--- src/ssp_pkg.sv ---
// Behaviour
// - External clock with flow control: request pin goes low when reception is possible.
// - Request pin goes high as soon as a reception begins.
// - Internal shift clock: the flow-control request has no effect on the pin.
// - Start only with transmit enabled, buffer holding data, clear-to-send low if used.
// - Edge select 0: launch on fall, sample on rise; 1 swaps; idle level checked.
// - Reception runs the transmitter; dummy data is shifted out while receiving.
// - Internal clock: enable plus buffer write makes the device generate the clock.
// - External clock: shifting proceeds only on edges the peer supplies.
// - New word while receive buffer is full flags overrun; buffer content undefined.
// - Overrun leaves the receive pending flag unchanged.
// - External clock rests at idle level before receive, transmit enable and data.
// - Cutoff enabled and cutoff input low: tri-state request, clock, remapped data pin.
// - SIM mode: setting source and error-output bits raises a transmit pending flag.
// - Simple channel: port-to-serial switch briefly drives the default level.
package ssp_pkg;

  localparam int ADDR_W = 8;
  localparam int DATA_W = 32;
  localparam int WORD_W = 8;

  localparam logic [ADDR_W-1:0] OFF_CTRL0 = 8'h00;
  localparam logic [ADDR_W-1:0] OFF_CTRL1 = 8'h04;
  localparam logic [ADDR_W-1:0] OFF_TXBUF = 8'h08;
  localparam logic [ADDR_W-1:0] OFF_RXBUF = 8'h0c;
  localparam logic [ADDR_W-1:0] OFF_PEND  = 8'h10;
  localparam logic [ADDR_W-1:0] OFF_SPEC  = 8'h14;

  typedef struct packed {
    logic pin_remap_bit;
    logic cutoff_enable_bit;
    logic cts_enable;
    logic flow_enable;
    logic internal_clk;
    logic clock_edge_select;
  } ssp_ctrl0_t;

  localparam int CTRL0_W = 6;
  localparam logic [CTRL0_W-1:0] CTRL0_RST = 6'h00;

  typedef struct packed {
    logic internal_clock_bit;
    logic output_disable_bit;
    logic default_level_bit;
    logic pin_function_bit;
    logic condition_out_select;
    logic error_signal_out_bit;
    logic tx_irq_source_bit;
    logic sim_mode;
  } ssp_spec_t;

  localparam int SPEC_W = 8;
  localparam logic [SPEC_W-1:0] SPEC_RST = 8'h00;

  localparam int TXEN_BIT    = 0;
  localparam int RXEN_BIT    = 1;
  localparam int TXEMPTY_BIT = 2;
  localparam int RXFULL_BIT  = 3;
  localparam int OVR_BIT     = 4;
  localparam int PEND_RX_BIT = 0;
  localparam int PEND_TX_BIT = 1;

  localparam int CNT_W = 4;
  localparam logic [CNT_W-1:0] LAST_BIT   = 4'h7;
  localparam logic [CNT_W-1:0] HALF_DIV   = 4'h4;
  localparam logic [WORD_W-1:0] TXBUF_RST = 8'hff;

  localparam int CLK_PERIOD_NS   = 4;
  localparam int DEFAULT_LVL_NS  = 10;
  localparam int DEFAULT_LVL_RAW = DEFAULT_LVL_NS / CLK_PERIOD_NS;
  localparam logic [CNT_W-1:0] DEFAULT_LVL_CYC =
    CNT_W'((DEFAULT_LVL_RAW < 1) ? 1 : DEFAULT_LVL_RAW);

  typedef enum logic {
    ST_IDLE,
    ST_SHIFT
  } ssp_state_t;

endpackage

--- src/ssp_top.sv ---
// The address map and the APB slave port were left to the implementer.
`timescale 1ns/1ps
module ssp_top (
  input  wire logic                       I_CORE_CLK,
  input  wire logic                       I_NRST,
  input  wire logic                       PSEL,
  input  wire logic                       PENABLE,
  input  wire logic                       PWRITE,
  input  wire logic [ssp_pkg::ADDR_W-1:0] PADDR,
  input  wire logic [ssp_pkg::DATA_W-1:0] PWDATA,
  output logic      [ssp_pkg::DATA_W-1:0] PRDATA,
  output logic                            PREADY,
  output logic                            PSLVERR,
  input  wire logic                       I_SHIFT_CLK_PIN,
  output logic                            O_SHIFT_CLK_PIN,
  output logic                            O_SHIFT_CLK_PIN_OE,
  input  wire logic                       I_SERIAL_IN,
  output logic                            O_SERIAL_OUT_PIN,
  output logic                            O_SERIAL_OUT_PIN_OE,
  output logic                            O_FLOW_REQUEST_OUT,
  output logic                            O_FLOW_REQUEST_OUT_OE,
  input  wire logic                       I_CLEAR_TO_SEND_IN,
  input  wire logic                       I_FORCED_CUTOFF_IN_N,
  output logic                            O_SIMPLE_SERIAL_OUT,
  output logic                            O_SIMPLE_SERIAL_OUT_OE
);

  ssp_pkg::ssp_ctrl0_t          ctrl0;
  ssp_pkg::ssp_spec_t           spec;
  ssp_pkg::ssp_state_t          state;
  logic                         tx_enable_bit;
  logic                         rx_enable_bit;
  logic                         tx_buf_empty_flag;
  logic                         rx_full;
  logic                         overrun;
  logic                         rx_pending_flag;
  logic                         tx_pending_flag;
  logic [ssp_pkg::WORD_W-1:0]   tx_buffer;
  logic [ssp_pkg::WORD_W-1:0]   rx_buffer;
  logic [ssp_pkg::WORD_W-1:0]   shreg;
  logic [ssp_pkg::CNT_W-1:0]    bit_cnt;
  logic [ssp_pkg::CNT_W-1:0]    div_cnt;
  logic [ssp_pkg::CNT_W-1:0]    dflt_cnt;
  logic                         int_clk;
  logic                         clk_prev;
  logic                         sim_cond_prev;
  logic                         pf_prev;
  logic [3:0]                   pins_sync;
  logic                         ext_clk;
  logic                         ser_in;
  logic                         cts_in;
  logic                         cutoff_in_n;
  logic                         clk_now;
  logic                         idle_level;
  logic                         rise;
  logic                         fall;
  logic                         launch;
  logic                         capture;
  logic                         start;
  logic                         done;
  logic                         cut;
  logic                         sim_cond;
  logic [ssp_pkg::WORD_W-1:0]   rx_word;
  logic                         setup;
  logic                         access;
  logic                         wr;
  logic                         rd;
  logic                         mapped;
  logic [ssp_pkg::DATA_W-1:0]   next_prdata;

  // Every pin from the far side is retimed before any logic looks at it.
  ssp_sync2 #(
    .W (4)
  ) u_sync (
    .i_clk  (I_CORE_CLK),
    .i_nrst (I_NRST),
    .i_d    ({I_SHIFT_CLK_PIN, I_SERIAL_IN, I_CLEAR_TO_SEND_IN, I_FORCED_CUTOFF_IN_N}),
    .o_q    (pins_sync)
  );

  assign ext_clk     = pins_sync[3];
  assign ser_in      = pins_sync[2];
  assign cts_in      = pins_sync[1];
  assign cutoff_in_n = pins_sync[0];

  // APB slave: zero wait states, read data captured in the setup cycle.
  assign setup   = PSEL && !PENABLE;
  assign access  = PSEL && PENABLE;
  assign mapped  = (PADDR == ssp_pkg::OFF_CTRL0) || (PADDR == ssp_pkg::OFF_CTRL1) ||
                   (PADDR == ssp_pkg::OFF_TXBUF) || (PADDR == ssp_pkg::OFF_RXBUF) ||
                   (PADDR == ssp_pkg::OFF_PEND)  || (PADDR == ssp_pkg::OFF_SPEC);
  assign wr      = access && PWRITE && mapped;
  assign rd      = access && !PWRITE && mapped;
  assign PREADY  = 1'b1;
  assign PSLVERR = access && !mapped;

  always_comb begin
    next_prdata = '0;
    case (PADDR)
      ssp_pkg::OFF_CTRL0: next_prdata = ssp_pkg::DATA_W'(ctrl0);
      ssp_pkg::OFF_CTRL1: begin
        next_prdata[ssp_pkg::TXEN_BIT]    = tx_enable_bit;
        next_prdata[ssp_pkg::RXEN_BIT]    = rx_enable_bit;
        next_prdata[ssp_pkg::TXEMPTY_BIT] = tx_buf_empty_flag;
        next_prdata[ssp_pkg::RXFULL_BIT]  = rx_full;
        next_prdata[ssp_pkg::OVR_BIT]     = overrun;
      end
      ssp_pkg::OFF_TXBUF: next_prdata = ssp_pkg::DATA_W'(tx_buffer);
      ssp_pkg::OFF_RXBUF: next_prdata = ssp_pkg::DATA_W'(rx_buffer);
      ssp_pkg::OFF_PEND: begin
        next_prdata[ssp_pkg::PEND_RX_BIT] = rx_pending_flag;
        next_prdata[ssp_pkg::PEND_TX_BIT] = tx_pending_flag;
      end
      ssp_pkg::OFF_SPEC:  next_prdata = ssp_pkg::DATA_W'(spec);
      default:            next_prdata = '0;
    endcase
  end

  always_ff @(posedge I_CORE_CLK or negedge I_NRST) begin
    if (!I_NRST) begin
      PRDATA <= '0;
    end else if (setup) begin
      PRDATA <= next_prdata;
    end
  end

  always_ff @(posedge I_CORE_CLK or negedge I_NRST) begin
    if (!I_NRST) begin
      ctrl0         <= ssp_pkg::CTRL0_RST;
      spec          <= ssp_pkg::SPEC_RST;
      tx_enable_bit <= 1'b0;
      rx_enable_bit <= 1'b0;
    end else if (wr) begin
      if (PADDR == ssp_pkg::OFF_CTRL0) begin
        ctrl0 <= PWDATA[ssp_pkg::CTRL0_W-1:0];
      end
      if (PADDR == ssp_pkg::OFF_SPEC) begin
        spec <= PWDATA[ssp_pkg::SPEC_W-1:0];
      end
      if (PADDR == ssp_pkg::OFF_CTRL1) begin
        tx_enable_bit <= PWDATA[ssp_pkg::TXEN_BIT];
        rx_enable_bit <= PWDATA[ssp_pkg::RXEN_BIT];
      end
    end
  end

  // Shift clock edges; the internal clock goes through the same detector so
  // both sources launch and sample with identical timing.
  assign clk_now    = ctrl0.internal_clk ? int_clk : ext_clk;
  assign idle_level = !ctrl0.clock_edge_select;
  assign rise       = clk_now && !clk_prev;
  assign fall       = !clk_now && clk_prev;
  assign launch     = ctrl0.clock_edge_select ? rise : fall;
  assign capture    = ctrl0.clock_edge_select ? fall : rise;

  // A transfer only begins with the clock resting at idle, so a peer that
  // leaves it mid-level cannot make the first sampled edge a stray one.
  assign start = (state == ssp_pkg::ST_IDLE) && tx_enable_bit && !tx_buf_empty_flag &&
                 (!ctrl0.cts_enable || !cts_in) &&
                 (clk_now == idle_level);
  assign done  = (state == ssp_pkg::ST_SHIFT) && capture && (bit_cnt == ssp_pkg::LAST_BIT);
  assign rx_word = {ser_in, shreg[ssp_pkg::WORD_W-1:1]};

  always_ff @(posedge I_CORE_CLK or negedge I_NRST) begin
    if (!I_NRST) begin
      clk_prev <= 1'b1;
    end else begin
      clk_prev <= clk_now;
    end
  end

  always_ff @(posedge I_CORE_CLK or negedge I_NRST) begin
    if (!I_NRST) begin
      state   <= ssp_pkg::ST_IDLE;
      shreg   <= '0;
      bit_cnt <= '0;
    end else begin
      case (state)
        ssp_pkg::ST_IDLE: begin
          if (start) begin
            // The buffered word, dummy or real, becomes the outgoing data.
            shreg   <= tx_buffer;
            bit_cnt <= '0;
            state   <= ssp_pkg::ST_SHIFT;
          end
        end
        ssp_pkg::ST_SHIFT: begin
          if (capture) begin
            shreg   <= rx_word;
            bit_cnt <= bit_cnt + 1'b1;
            if (done) begin
              state <= ssp_pkg::ST_IDLE;
            end
          end
        end
        default: state <= ssp_pkg::ST_IDLE;
      endcase
    end
  end

  // Internal clock generator, runs only while a word is in flight.
  always_ff @(posedge I_CORE_CLK or negedge I_NRST) begin
    if (!I_NRST) begin
      int_clk <= 1'b1;
      div_cnt <= '0;
    end else if (!ctrl0.internal_clk || state == ssp_pkg::ST_IDLE) begin
      int_clk <= idle_level;
      div_cnt <= '0;
    end else if (div_cnt == ssp_pkg::HALF_DIV - 1'b1) begin
      int_clk <= !int_clk;
      div_cnt <= '0;
    end else begin
      div_cnt <= div_cnt + 1'b1;
    end
  end

  always_ff @(posedge I_CORE_CLK or negedge I_NRST) begin
    if (!I_NRST) begin
      O_SERIAL_OUT_PIN <= 1'b1;
    end else if (state == ssp_pkg::ST_SHIFT && launch) begin
      O_SERIAL_OUT_PIN <= shreg[0];
    end
  end

  // Transmit buffer; a write in the same cycle as the load wins, so data
  // written then is kept for the next word rather than lost.
  always_ff @(posedge I_CORE_CLK or negedge I_NRST) begin
    if (!I_NRST) begin
      tx_buffer         <= ssp_pkg::TXBUF_RST;
      tx_buf_empty_flag <= 1'b1;
    end else if (wr && PADDR == ssp_pkg::OFF_TXBUF) begin
      tx_buffer         <= PWDATA[ssp_pkg::WORD_W-1:0];
      tx_buf_empty_flag <= 1'b0;
    end else if (start) begin
      tx_buf_empty_flag <= 1'b1;
    end
  end

  // Receive side; an incoming word beats a simultaneous read of the buffer.
  always_ff @(posedge I_CORE_CLK or negedge I_NRST) begin
    if (!I_NRST) begin
      rx_buffer <= '0;
      rx_full   <= 1'b0;
      overrun   <= 1'b0;
    end else begin
      if (done && rx_enable_bit) begin
        rx_buffer <= rx_word;
        rx_full   <= 1'b1;
        if (rx_full && !(rd && PADDR == ssp_pkg::OFF_RXBUF)) begin
          overrun <= 1'b1;
        end
      end else if (rd && PADDR == ssp_pkg::OFF_RXBUF) begin
        rx_full <= 1'b0;
      end
      if (wr && PADDR == ssp_pkg::OFF_CTRL1 && PWDATA[ssp_pkg::OVR_BIT] &&
          !(done && rx_enable_bit && rx_full)) begin
        overrun <= 1'b0;
      end
    end
  end

  // Pending flags are write-one-to-clear; a new event in the clear cycle stays.
  assign sim_cond = spec.sim_mode && spec.tx_irq_source_bit && spec.error_signal_out_bit;

  always_ff @(posedge I_CORE_CLK or negedge I_NRST) begin
    if (!I_NRST) begin
      sim_cond_prev <= 1'b0;
    end else begin
      sim_cond_prev <= sim_cond;
    end
  end

  always_ff @(posedge I_CORE_CLK or negedge I_NRST) begin
    if (!I_NRST) begin
      rx_pending_flag <= 1'b0;
    end else if (done && rx_enable_bit && !rx_full) begin
      rx_pending_flag <= 1'b1;
    end else if (wr && PADDR == ssp_pkg::OFF_PEND && PWDATA[ssp_pkg::PEND_RX_BIT]) begin
      rx_pending_flag <= 1'b0;
    end
  end

  always_ff @(posedge I_CORE_CLK or negedge I_NRST) begin
    if (!I_NRST) begin
      tx_pending_flag <= 1'b0;
    end else if ((sim_cond && !sim_cond_prev) ||
                 (start && !spec.tx_irq_source_bit) ||
                 (done && spec.tx_irq_source_bit)) begin
      tx_pending_flag <= 1'b1;
    end else if (wr && PADDR == ssp_pkg::OFF_PEND && PWDATA[ssp_pkg::PEND_TX_BIT]) begin
      tx_pending_flag <= 1'b0;
    end
  end

  // Flow request: low only when an externally clocked word can be taken.
  always_ff @(posedge I_CORE_CLK or negedge I_NRST) begin
    if (!I_NRST) begin
      O_FLOW_REQUEST_OUT <= 1'b1;
    end else if (ctrl0.internal_clk || !ctrl0.flow_enable) begin
      O_FLOW_REQUEST_OUT <= 1'b1;
    end else if (start || state == ssp_pkg::ST_SHIFT) begin
      O_FLOW_REQUEST_OUT <= 1'b1;
    end else begin
      O_FLOW_REQUEST_OUT <= !(rx_enable_bit && !rx_full);
    end
  end

  // Forced cutoff releases the request and clock pins, and the data pin if remapped, two core clock edges after the input goes low, whatever the shifter does.
  assign cut                    = ctrl0.cutoff_enable_bit && !cutoff_in_n;
  assign O_FLOW_REQUEST_OUT_OE  = !cut;
  assign O_SHIFT_CLK_PIN        = int_clk;
  assign O_SHIFT_CLK_PIN_OE     = ctrl0.internal_clk && !cut;
  assign O_SERIAL_OUT_PIN_OE    = !(cut && ctrl0.pin_remap_bit);

  // Simple channel: a short burst of the default level on switch-over, then
  // the pin is released to high impedance.
  always_ff @(posedge I_CORE_CLK or negedge I_NRST) begin
    if (!I_NRST) begin
      pf_prev <= 1'b0;
    end else begin
      pf_prev <= spec.pin_function_bit;
    end
  end

  always_ff @(posedge I_CORE_CLK or negedge I_NRST) begin
    if (!I_NRST) begin
      dflt_cnt <= '0;
    end else if (spec.pin_function_bit && !pf_prev && !spec.output_disable_bit &&
                 spec.internal_clock_bit) begin
      dflt_cnt <= ssp_pkg::DEFAULT_LVL_CYC;
    end else if (dflt_cnt != '0) begin
      dflt_cnt <= dflt_cnt - 1'b1;
    end
  end

  always_ff @(posedge I_CORE_CLK or negedge I_NRST) begin
    if (!I_NRST) begin
      O_SIMPLE_SERIAL_OUT <= 1'b0;
    end else begin
      O_SIMPLE_SERIAL_OUT <= spec.default_level_bit;
    end
  end

  assign O_SIMPLE_SERIAL_OUT_OE = (dflt_cnt != '0);

endmodule

--- src/ssp_sync2.sv ---
`timescale 1ns/1ps
module ssp_sync2 #(
  parameter int W = 1
) (
  input  wire logic         i_clk,
  input  wire logic         i_nrst,
  input  wire logic [W-1:0] i_d,
  output logic      [W-1:0] o_q
);

  logic [W-1:0] meta;

  // The first stage feeds only the second stage.
  always_ff @(posedge i_clk or negedge i_nrst) begin
    if (!i_nrst) begin
      meta <= '0;
      o_q  <= '0;
    end else begin
      meta <= i_d;
      o_q  <= meta;
    end
  end

endmodule

--- config.mk ---
export PLATFORM = sky130hd
export DESIGN_NAME = ssp_top
export DESIGN_NICKNAME = d
export VERILOG_FILES = /design/src/ssp_pkg.sv /design/src/ssp_top.sv /design/src/ssp_sync2.sv
export SDC_FILE = /design/constraint.sdc
export NUM_CORES = 1
export LEC_CHECK = 0
export BUFFER_PORTS_ARGS = -buffer_cell sky130_fd_sc_hd__clkbuf_2
export CAP_MARGIN = 20
export CORE_MARGIN = 4
export CORE_UTILIZATION = 58
export CTS_CLUSTER_DIAMETER = 150
export CTS_CLUSTER_SIZE = 40
export DETAILED_ROUTE_END_ITERATION = 12
export PLACE_DENSITY = 0.94
export SLEW_MARGIN = 10
export SYNTH_ARGS = -nofsm -noshare
export SYNTH_HDL_FRONTEND = slang
export SYNTH_SLANG_ARGS = --single-unit
export TNS_END_PERCENT = 100
--- constraint.sdc ---
create_clock -name I_CORE_CLK -period 3 [get_ports I_CORE_CLK]
set_clock_uncertainty 0.1 [all_clocks]
set_input_delay 0.45 -clock I_CORE_CLK [delete_from_list [all_inputs] [get_ports I_CORE_CLK]]
set_output_delay 0.45 -clock I_CORE_CLK [all_outputs]
set_load 0.01 [all_outputs]
==> results of run 1 <==
power groups by stage:
stage          sequential (mW)  combinational, mW  clock, mW
2_1_floorplan             1.18              0.197          0
4_1_cts                   1.17              0.250      0.718
5_1_grt                   1.17              0.282      0.770
3_3_place_gp              1.18              0.231          0
3_5_place_dp              1.19              0.250          0
6_report                  1.17              0.249      0.712
metrics by stage:
| step | utilization | worst slack, ns | power, mW |
|---|---|---|---|
| floorplan | - | 0.992 | 1.38 |
| global placement | 0.619 | 0.628 | 1.42 |
| detailed placement | 0.619 | 0.576 | 1.44 |
| CTS | 0.645 | 0.555 | 2.14 |
| global route | 0.645 | 0.456 | 2.23 |
| finish | 0.645 | 0.527 | 2.13 |
sequential cells by signal, summed over array words and instances, names as in the netlist, 4 cells and up:
| register | cells |
|---|---|
| PRDATA | 8 |
| rx_buffer | 8 |
| u_sync.meta | 4 |
| u_sync.o_q | 4 |
| tx_buffer | 8 |
| spec | 8 |
| dflt_cnt | 4 |
| div_cnt | 4 |
| shreg | 8 |
| ctrl0 | 6 |
| bit_cnt | 4 |
layer usage:
metal  vias to the layer above  GRT usage
met5                         -          0
met4                         0     0.0817
met3                        19     0.0481
met2                       112      0.351
met1                      1306      0.258
li1                       1186          -
worst reg2reg max path, cell delays in order (launching register included):
cell,delay (ns)
dfrtp_1,0.58
mux2i_4,0.47
mux2i_2,0.41
and3_1,0.46
mux2_4,0.34
logic make-up after synthesis:
| family | count (synthesis) |
|---|---|
| buffers and inverters | 48 |
| adders and majority gates | 4 |
| AOI/OAI and AO/OA | 42 |
| xor gates and xnor gates | 7 |
| muxes | 62 |
| other | 2 |
| DFF | 81 |
| and+or+nand+nor | 77 |
final cells by class:
class                      count  area [um^2]
fill                         480         2400
sequential                    81         2040
multi-input combinational    217         1780
timing repair buffer          43          223
clock buffer                  12          145
tap                           80          100
inverter                      11         41.3
clock inverter                 4         28.8
layout by cell type, fill, tap and decap left out, types with 4 or more instances in the layout:
master and instances:
clkbuf_2 40, clkbuf_8 10, nand2_1 16, a21oi_1 6
dfrtp_1 68, o22ai_1 4, a22o_1 7, nor3b_1 4
and2_1 4, mux2_2 43, nand2b_1 5, dfstp_2 13
nor2_1 10, mux2_4 5, inv_1 11, mux2i_1 7
ha_1 4, o21ai_0 8, xnor2_1 4, nand3_1 4
conb_1 25
worst max path at each step:
stage / cells after the start / end / startpoint
after detailed placement: 4 / rx_buffer[3]$_DFFE_PN0N_ / ctrl0[1]$_DFFE_PN0P_
after floorplan: 5 / rx_buffer[3]$_DFFE_PN0N_ / ctrl0[1]$_DFFE_PN0P_
final: 4 / rx_buffer[5]$_DFFE_PN0N_ / ctrl0[1]$_DFFE_PN0P_
after CTS: 4 / rx_buffer[5]$_DFFE_PN0N_ / ctrl0[1]$_DFFE_PN0P_
after global placement: 4 / rx_buffer[3]$_DFFE_PN0N_ / ctrl0[1]$_DFFE_PN0P_
after global routing: 4 / rx_buffer[5]$_DFFE_PN0N_ / ctrl0[1]$_DFFE_PN0P_
==> results.toml, run 1 <==
[logic_synthesis]
synthFlopType = "dfrtp_1"
synth_xor_area_frac = 0.0152
synth.top_cells.by_count = "dfrtp_1 (68), mux2_2 (43), buf_4 (26)"
synthCells = 323
synth_mux_area_frac = 0.194
synthAdderAreaFrac = 0.0124
synth_top_area_frac = 0.423
yosysWarningCount = 0
synthesis.area_mm2 = 0.00402
yosys.cell_types.count = 65
synth.most_common_cell = "dfrtp_1"
synth_top_family_by_area = "multiplexers"
synthTopCellsByArea = "dfrtp_1 (42%), mux2_2 (12%), dfstp_2 (8.5%), buf_4 (4.9%), mux2_4 (1.9%)"
async_flop_share = 1.00
synth-seq-area-share = 0.508
netlist.top_cell.by_area = "dfrtp_1"
syn_avg_cell_area_um2 = 12.5
synth-edff-count = 0
synth_compound_area_frac = 0.0740
yosys.area_share.simple = 0.123
synth-seq-cells = 81

[worst_setup_path]
r2r-start = "ctrl0[1]$_DFFE_PN0P_"
crit_chain = "mux2i_4, mux2i_2, and3_1, mux2_4"
worstSetupPathType = "reg -> reg"
rrSetupSlack_ns = 0.53
rr_endpoint = "rx_buffer[5]$_DFFE_PN0N_"
worst-r2r-cell-count = 4
required_ns = 3.14
crit_family = "multiplexers"
cp-end-kind = "register"
crit_fanout = 7
critPathArrivalTime_ns = 2.61
critical_path_buf_inv_count = 0
max_stage_delay_ns = 0.58
crit_path_start_kind = "register"
slowest_stage = "dfrtp_1"

[timing]
hold_ws_ns = 0.0997
slew_viol_final = 0
hold_violations = 0
fin_tns_setup_ns = 0
tightest_slew_ns = 0.970
rsz0062_at_grt = "no"
max_slew_margin = 0.353
period_share = 0.824
period_needed_ns = 2.47
setup_violations = 0
fmax_mhz = 404

[min_path]
min_path_type = "in -> reg"
worst_hold_path.endpoint = "u_sync.meta[2]$_DFF_PN0_"
min-delay-start = "I_SERIAL_IN"
hold-path-cell-count = 1

[placed_design]
placed_area_mm2 = 0.00419
hpwl_um = 5830
io_buffer_count = 41
place_inst = 432
gp_congestion = 0.860

[floorplanning]
die_x_um = 91.3
num_rows = 30
die_area_mm2 = 0.00833
die_y_um = 91.3
start_util = 0.595
core-area_mm2 = 0.00676
ios = 91

[layout]
area_growth_pct = 8.37
drive_gt1_frac = 0.380
fin_nets = 416
finalNonFillerCells = 448
fin_area_mm2 = 0.00436
diodes = 0

[drt]
drt_iter0_drc = 206
drt-total-wl_um = 8120
viasPerCell = 5.85
highest_layer = "met4"
drc = 0
wl_met3_um = 490
dr.pass1.iters = 4
wl_met1_um = 3360
vias = 2623
ant_nets = 0
wire_per_inst_um = 18.1
wl_met2_um = 4060

[global_route]
grt_pass1_vias = 2680
grt_first_pass_wirelength_um = 13500
grt_max_degree = 82
gr-total-overflow = 0
antenna_found_initial = 0
grtUsageTotal = 0.208

[power]
power.leakage_nw = 2.09
p_sw_frac = 0.266
combPwrFrac = 0.117
cellPowerDensity_mw_per_mm2 = 489
p_seq_frac = 0.549
p_int_mw = 1.56
p_switching_mw = 0.566
ir_worst_vdd_mv = 0.240
clockPowerShare = 0.334

[clocking]
clkSinkCount = 81
postCtsResizedCells = 0
htree_levels = 3
cts_setup_buffers = 0
cts_hold_buf = 0
root_buffer = "clkbuf_8"
clock_latency_ns = 0.35
clk_path_buf_depth = 2
clk_pin_slew_worst_paths_ns = 0.08
cts_buffers = 9
cts_tree = "done"

[run_status]
status = "finished clean"

[flow_run]
max_cap_viol_count = 0
(Power assumes the default switching activity.)
==> run 2, diff against run 1 <==
--- a/config.mk
+++ b/config.mk
@@ -5,14 +5,15 @@
 export SDC_FILE = /design/constraint.sdc
 export NUM_CORES = 1
 export LEC_CHECK = 0
+export ABC_AREA = 1
 export BUFFER_PORTS_ARGS = -buffer_cell sky130_fd_sc_hd__clkbuf_2
 export CAP_MARGIN = 20
 export CORE_MARGIN = 4
-export CORE_UTILIZATION = 58
+export CORE_UTILIZATION = 49
 export CTS_CLUSTER_DIAMETER = 150
 export CTS_CLUSTER_SIZE = 40
 export DETAILED_ROUTE_END_ITERATION = 12
-export PLACE_DENSITY = 0.94
+export PLACE_DENSITY = 0.85
 export SLEW_MARGIN = 10
 export SYNTH_ARGS = -nofsm -noshare
 export SYNTH_HDL_FRONTEND = slang
==> constraint.sdc (replaced) <==
create_clock -name I_CORE_CLK -period 2 [get_ports I_CORE_CLK]
set_clock_uncertainty 0.1 [all_clocks]
set_input_delay 0.3 -clock I_CORE_CLK [delete_from_list [all_inputs] [get_ports I_CORE_CLK]]
set_output_delay 0.3 -clock I_CORE_CLK [all_outputs]
set_load 0.01 [all_outputs]
==> results.toml, run 2 <==
[clocking]
root_buffer = "clkbuf_8"
cts_tree = "done"
clkSinkCount = 81
clock_latency_ns = 0.36
htree_levels = 3
cts_setup_buffers = 0
clk_path_buf_depth = 2
cts_buffers = 9
clk_pin_slew_worst_paths_ns = 0.08

[worst_setup_path]
required_ns = 2.17
critPathArrivalTime_ns = 1.94
crit_chain = "nand2_2, nand2_2, nand2_1, nand2_2, nand3_4, inv_4, nand2_4, nor2_8, nand2_1, o21ai_0"
crit_path_start_kind = "register"
worstSetupPathType = "reg -> reg"
crit_top_cell = "nand2_2"
max_stage_delay_ns = 0.58
worst-r2r-cell-count = 10
cp-end-kind = "register"
crit_fanout = 16
slowest_stage = "dfstp_2"

[logic_synthesis]
async_flop_share = 1.00
yosysWarningCount = 0
synthesis.area_mm2 = 0.00407
synth-edff-count = 0
synthTopCellsByArea = "dfrtp_1 (42%), nand2_1 (12%), dfstp_2 (8.4%), o21ai_2 (4.9%), buf_4 (4.8%)"
synthFlopType = "dfrtp_1"
synth.most_common_cell = "nand2_1"
synth.top_cells.by_count = "nand2_1 (125), dfrtp_1 (68), inv_1 (38)"
yosys.cell_types.count = 36
syn_avg_cell_area_um2 = 9.00
synthCells = 452
synth-seq-area-share = 0.502
netlist.top_cell.by_area = "dfrtp_1"
synth_top_area_frac = 0.418
synth-seq-cells = 81

[floorplanning]
core-area_mm2 = 0.00789
ios = 91
die_y_um = 99.1
die_x_um = 99.1
die_area_mm2 = 0.00983
start_util = 0.516
num_rows = 32

[timing]
period_needed_ns = 1.77
fmax_mhz = 564
hold_violations = 0
fin_tns_setup_ns = 0
rsz0062_at_grt = "no"
setup_ws_ns = 0.227
period_share = 0.887
slew_viol_final = 0
setup_violations = 0
max_slew_margin = 0.625
tightest_slew_ns = 0.563

[layout]
finalNonFillerCells = 621
fin_nets = 567
diodes = 0
fin_area_mm2 = 0.00463
area_growth_pct = 13.8
final_common_cell = "nand2_1"
mostFrequentLayoutCells = "nand2_1 (125), dfrtp_1 (68), clkbuf_2 (40)"
drive_gt1_frac = 0.276
post-route-util = 0.587

[drt]
dr.pass1.iters = 5
vias = 3198
wire_per_inst_um = 14.1
drc = 0
drt_iter0_drc = 240
viasPerCell = 5.15
ant_nets = 0
drt-total-wl_um = 8730

[min_path]
hold-path-cell-count = 3
min_path_type = "in -> reg"

[placed_design]
gp_congestion = 0.864
place_inst = 600
dp_slack_ns = 0.178
hpwl_um = 6310
io_buffer_count = 41
placed_area_mm2 = 0.00434

[global_route]
grt_first_pass_wirelength_um = 15100
grtUsageTotal = 0.192
antenna_found_initial = 0
grt_pass1_vias = 3218
grt_max_degree = 46
gr-total-overflow = 0

[power]
cellPowerDensity_mw_per_mm2 = 770
power.leakage_nw = 2.32
ir_worst_vdd_mv = 0.507

[run_status]
status = "finished clean"

[flow_run]
max_cap_viol_count = 0
-- run 2: cell count changes after synthesis, moves of 9 or more --
cell	previous run	this run
o21ai_0	8	22
nor2_1	10	37
nand2_2	1	10
nand2_1	16	125
nand3_1	4	14
inv_1	11	38
o21ai_2	0	23
mux2_2	43	0
-- run 2: logic make-up after synthesis --
| family | share of synthesized area |
|---|---|
| simple gates | 0.262 |
| buf+inv | 0.100 |
| compound gates | 0.111 |
| fa+ha+maj | 0.0123 |
| other cells | 0.00185 |
| xor+xnor | 0.0108 |
| flops | 0.502 |
-- run 2: routing by layer --
layer	share of wire	wire length, um	GRT usage	vias up
li1	-	-	-	1518
met1	0.42	3640	0.247	1537
met2	0.50	4350	0.319	118
met3	0.058	505	0.0351	25
met4	0.026	228	0.0840	0
met5	0	0	0	-
-- run 2: path summary, 6_finish.rpt --
path / start / to / slack (ns)
worst min register to register: u_sync.meta[1]$_DFF_PN0_ / u_sync.o_q[1]$_DFF_PN0_ / 0.25
worst max-delay path: O_SHIFT_CLK_PIN$_DFFE_PN1P_ / rx_buffer[1]$_DFFE_PN0N_ / 0.23
min in group asynchronous: I_NRST / shreg[7]$_DFFE_PN0P_ / 0.37
worst max register to register: O_SHIFT_CLK_PIN$_DFFE_PN1P_ / rx_buffer[1]$_DFFE_PN0N_ / 0.23
worst min-delay path: PWDATA[7] / tx_buffer[7]$_DFFE_PN1P_ / 0.07
max in group asynchronous: I_NRST / O_SERIAL_OUT_PIN$_DFFE_PN1P_ / 0.83
-- run 2: repair_timing --
| item | in CTS | in global routing |
|---|---|---|
| resized for setup | 0 | 0 |
| hold buffers | 5 | 0 |
| endpoints found under the hold margin | 34 | 0 |
-- run 2: final cells by class --
class	count	area [um^2]
flip-flops and latches	81	2040
clock buffers	9	124
multi-input cells	321	1710
fillers	651	3250
repair buffers	59	355
well taps	102	128
clock inverters	7	118
inverters	42	160
-- run 2: worst max-delay path: cells and delay by family (launching register included) --
family,cells,cell delay (ns)
AOI/OAI and AO/OA,1,0.09
buffers and inverters,1,0.10
DFF,1,0.58
and+or+nand+nor,8,0.79
-- run 2: where the power goes --
group | switching (mW) | internal [mW] | leakage [nW]
logic | 0.219 | 0.141 | 1.16
clock network | 0.613 | 0.831 | 0.124
registers | 0.0518 | 1.71 | 1.03
total | 0.884 | 2.68 | 2.32
-- run 2: per-stage QoR --
step	hold slack [ns]	total power [mW]
after floorplan	-0.0956	2.04
after global placement	0.228	2.12
after detailed placement	0.232	2.15
after CTS	0.0721	3.59
after global routing	0.0864	3.73
final	0.0748	3.57
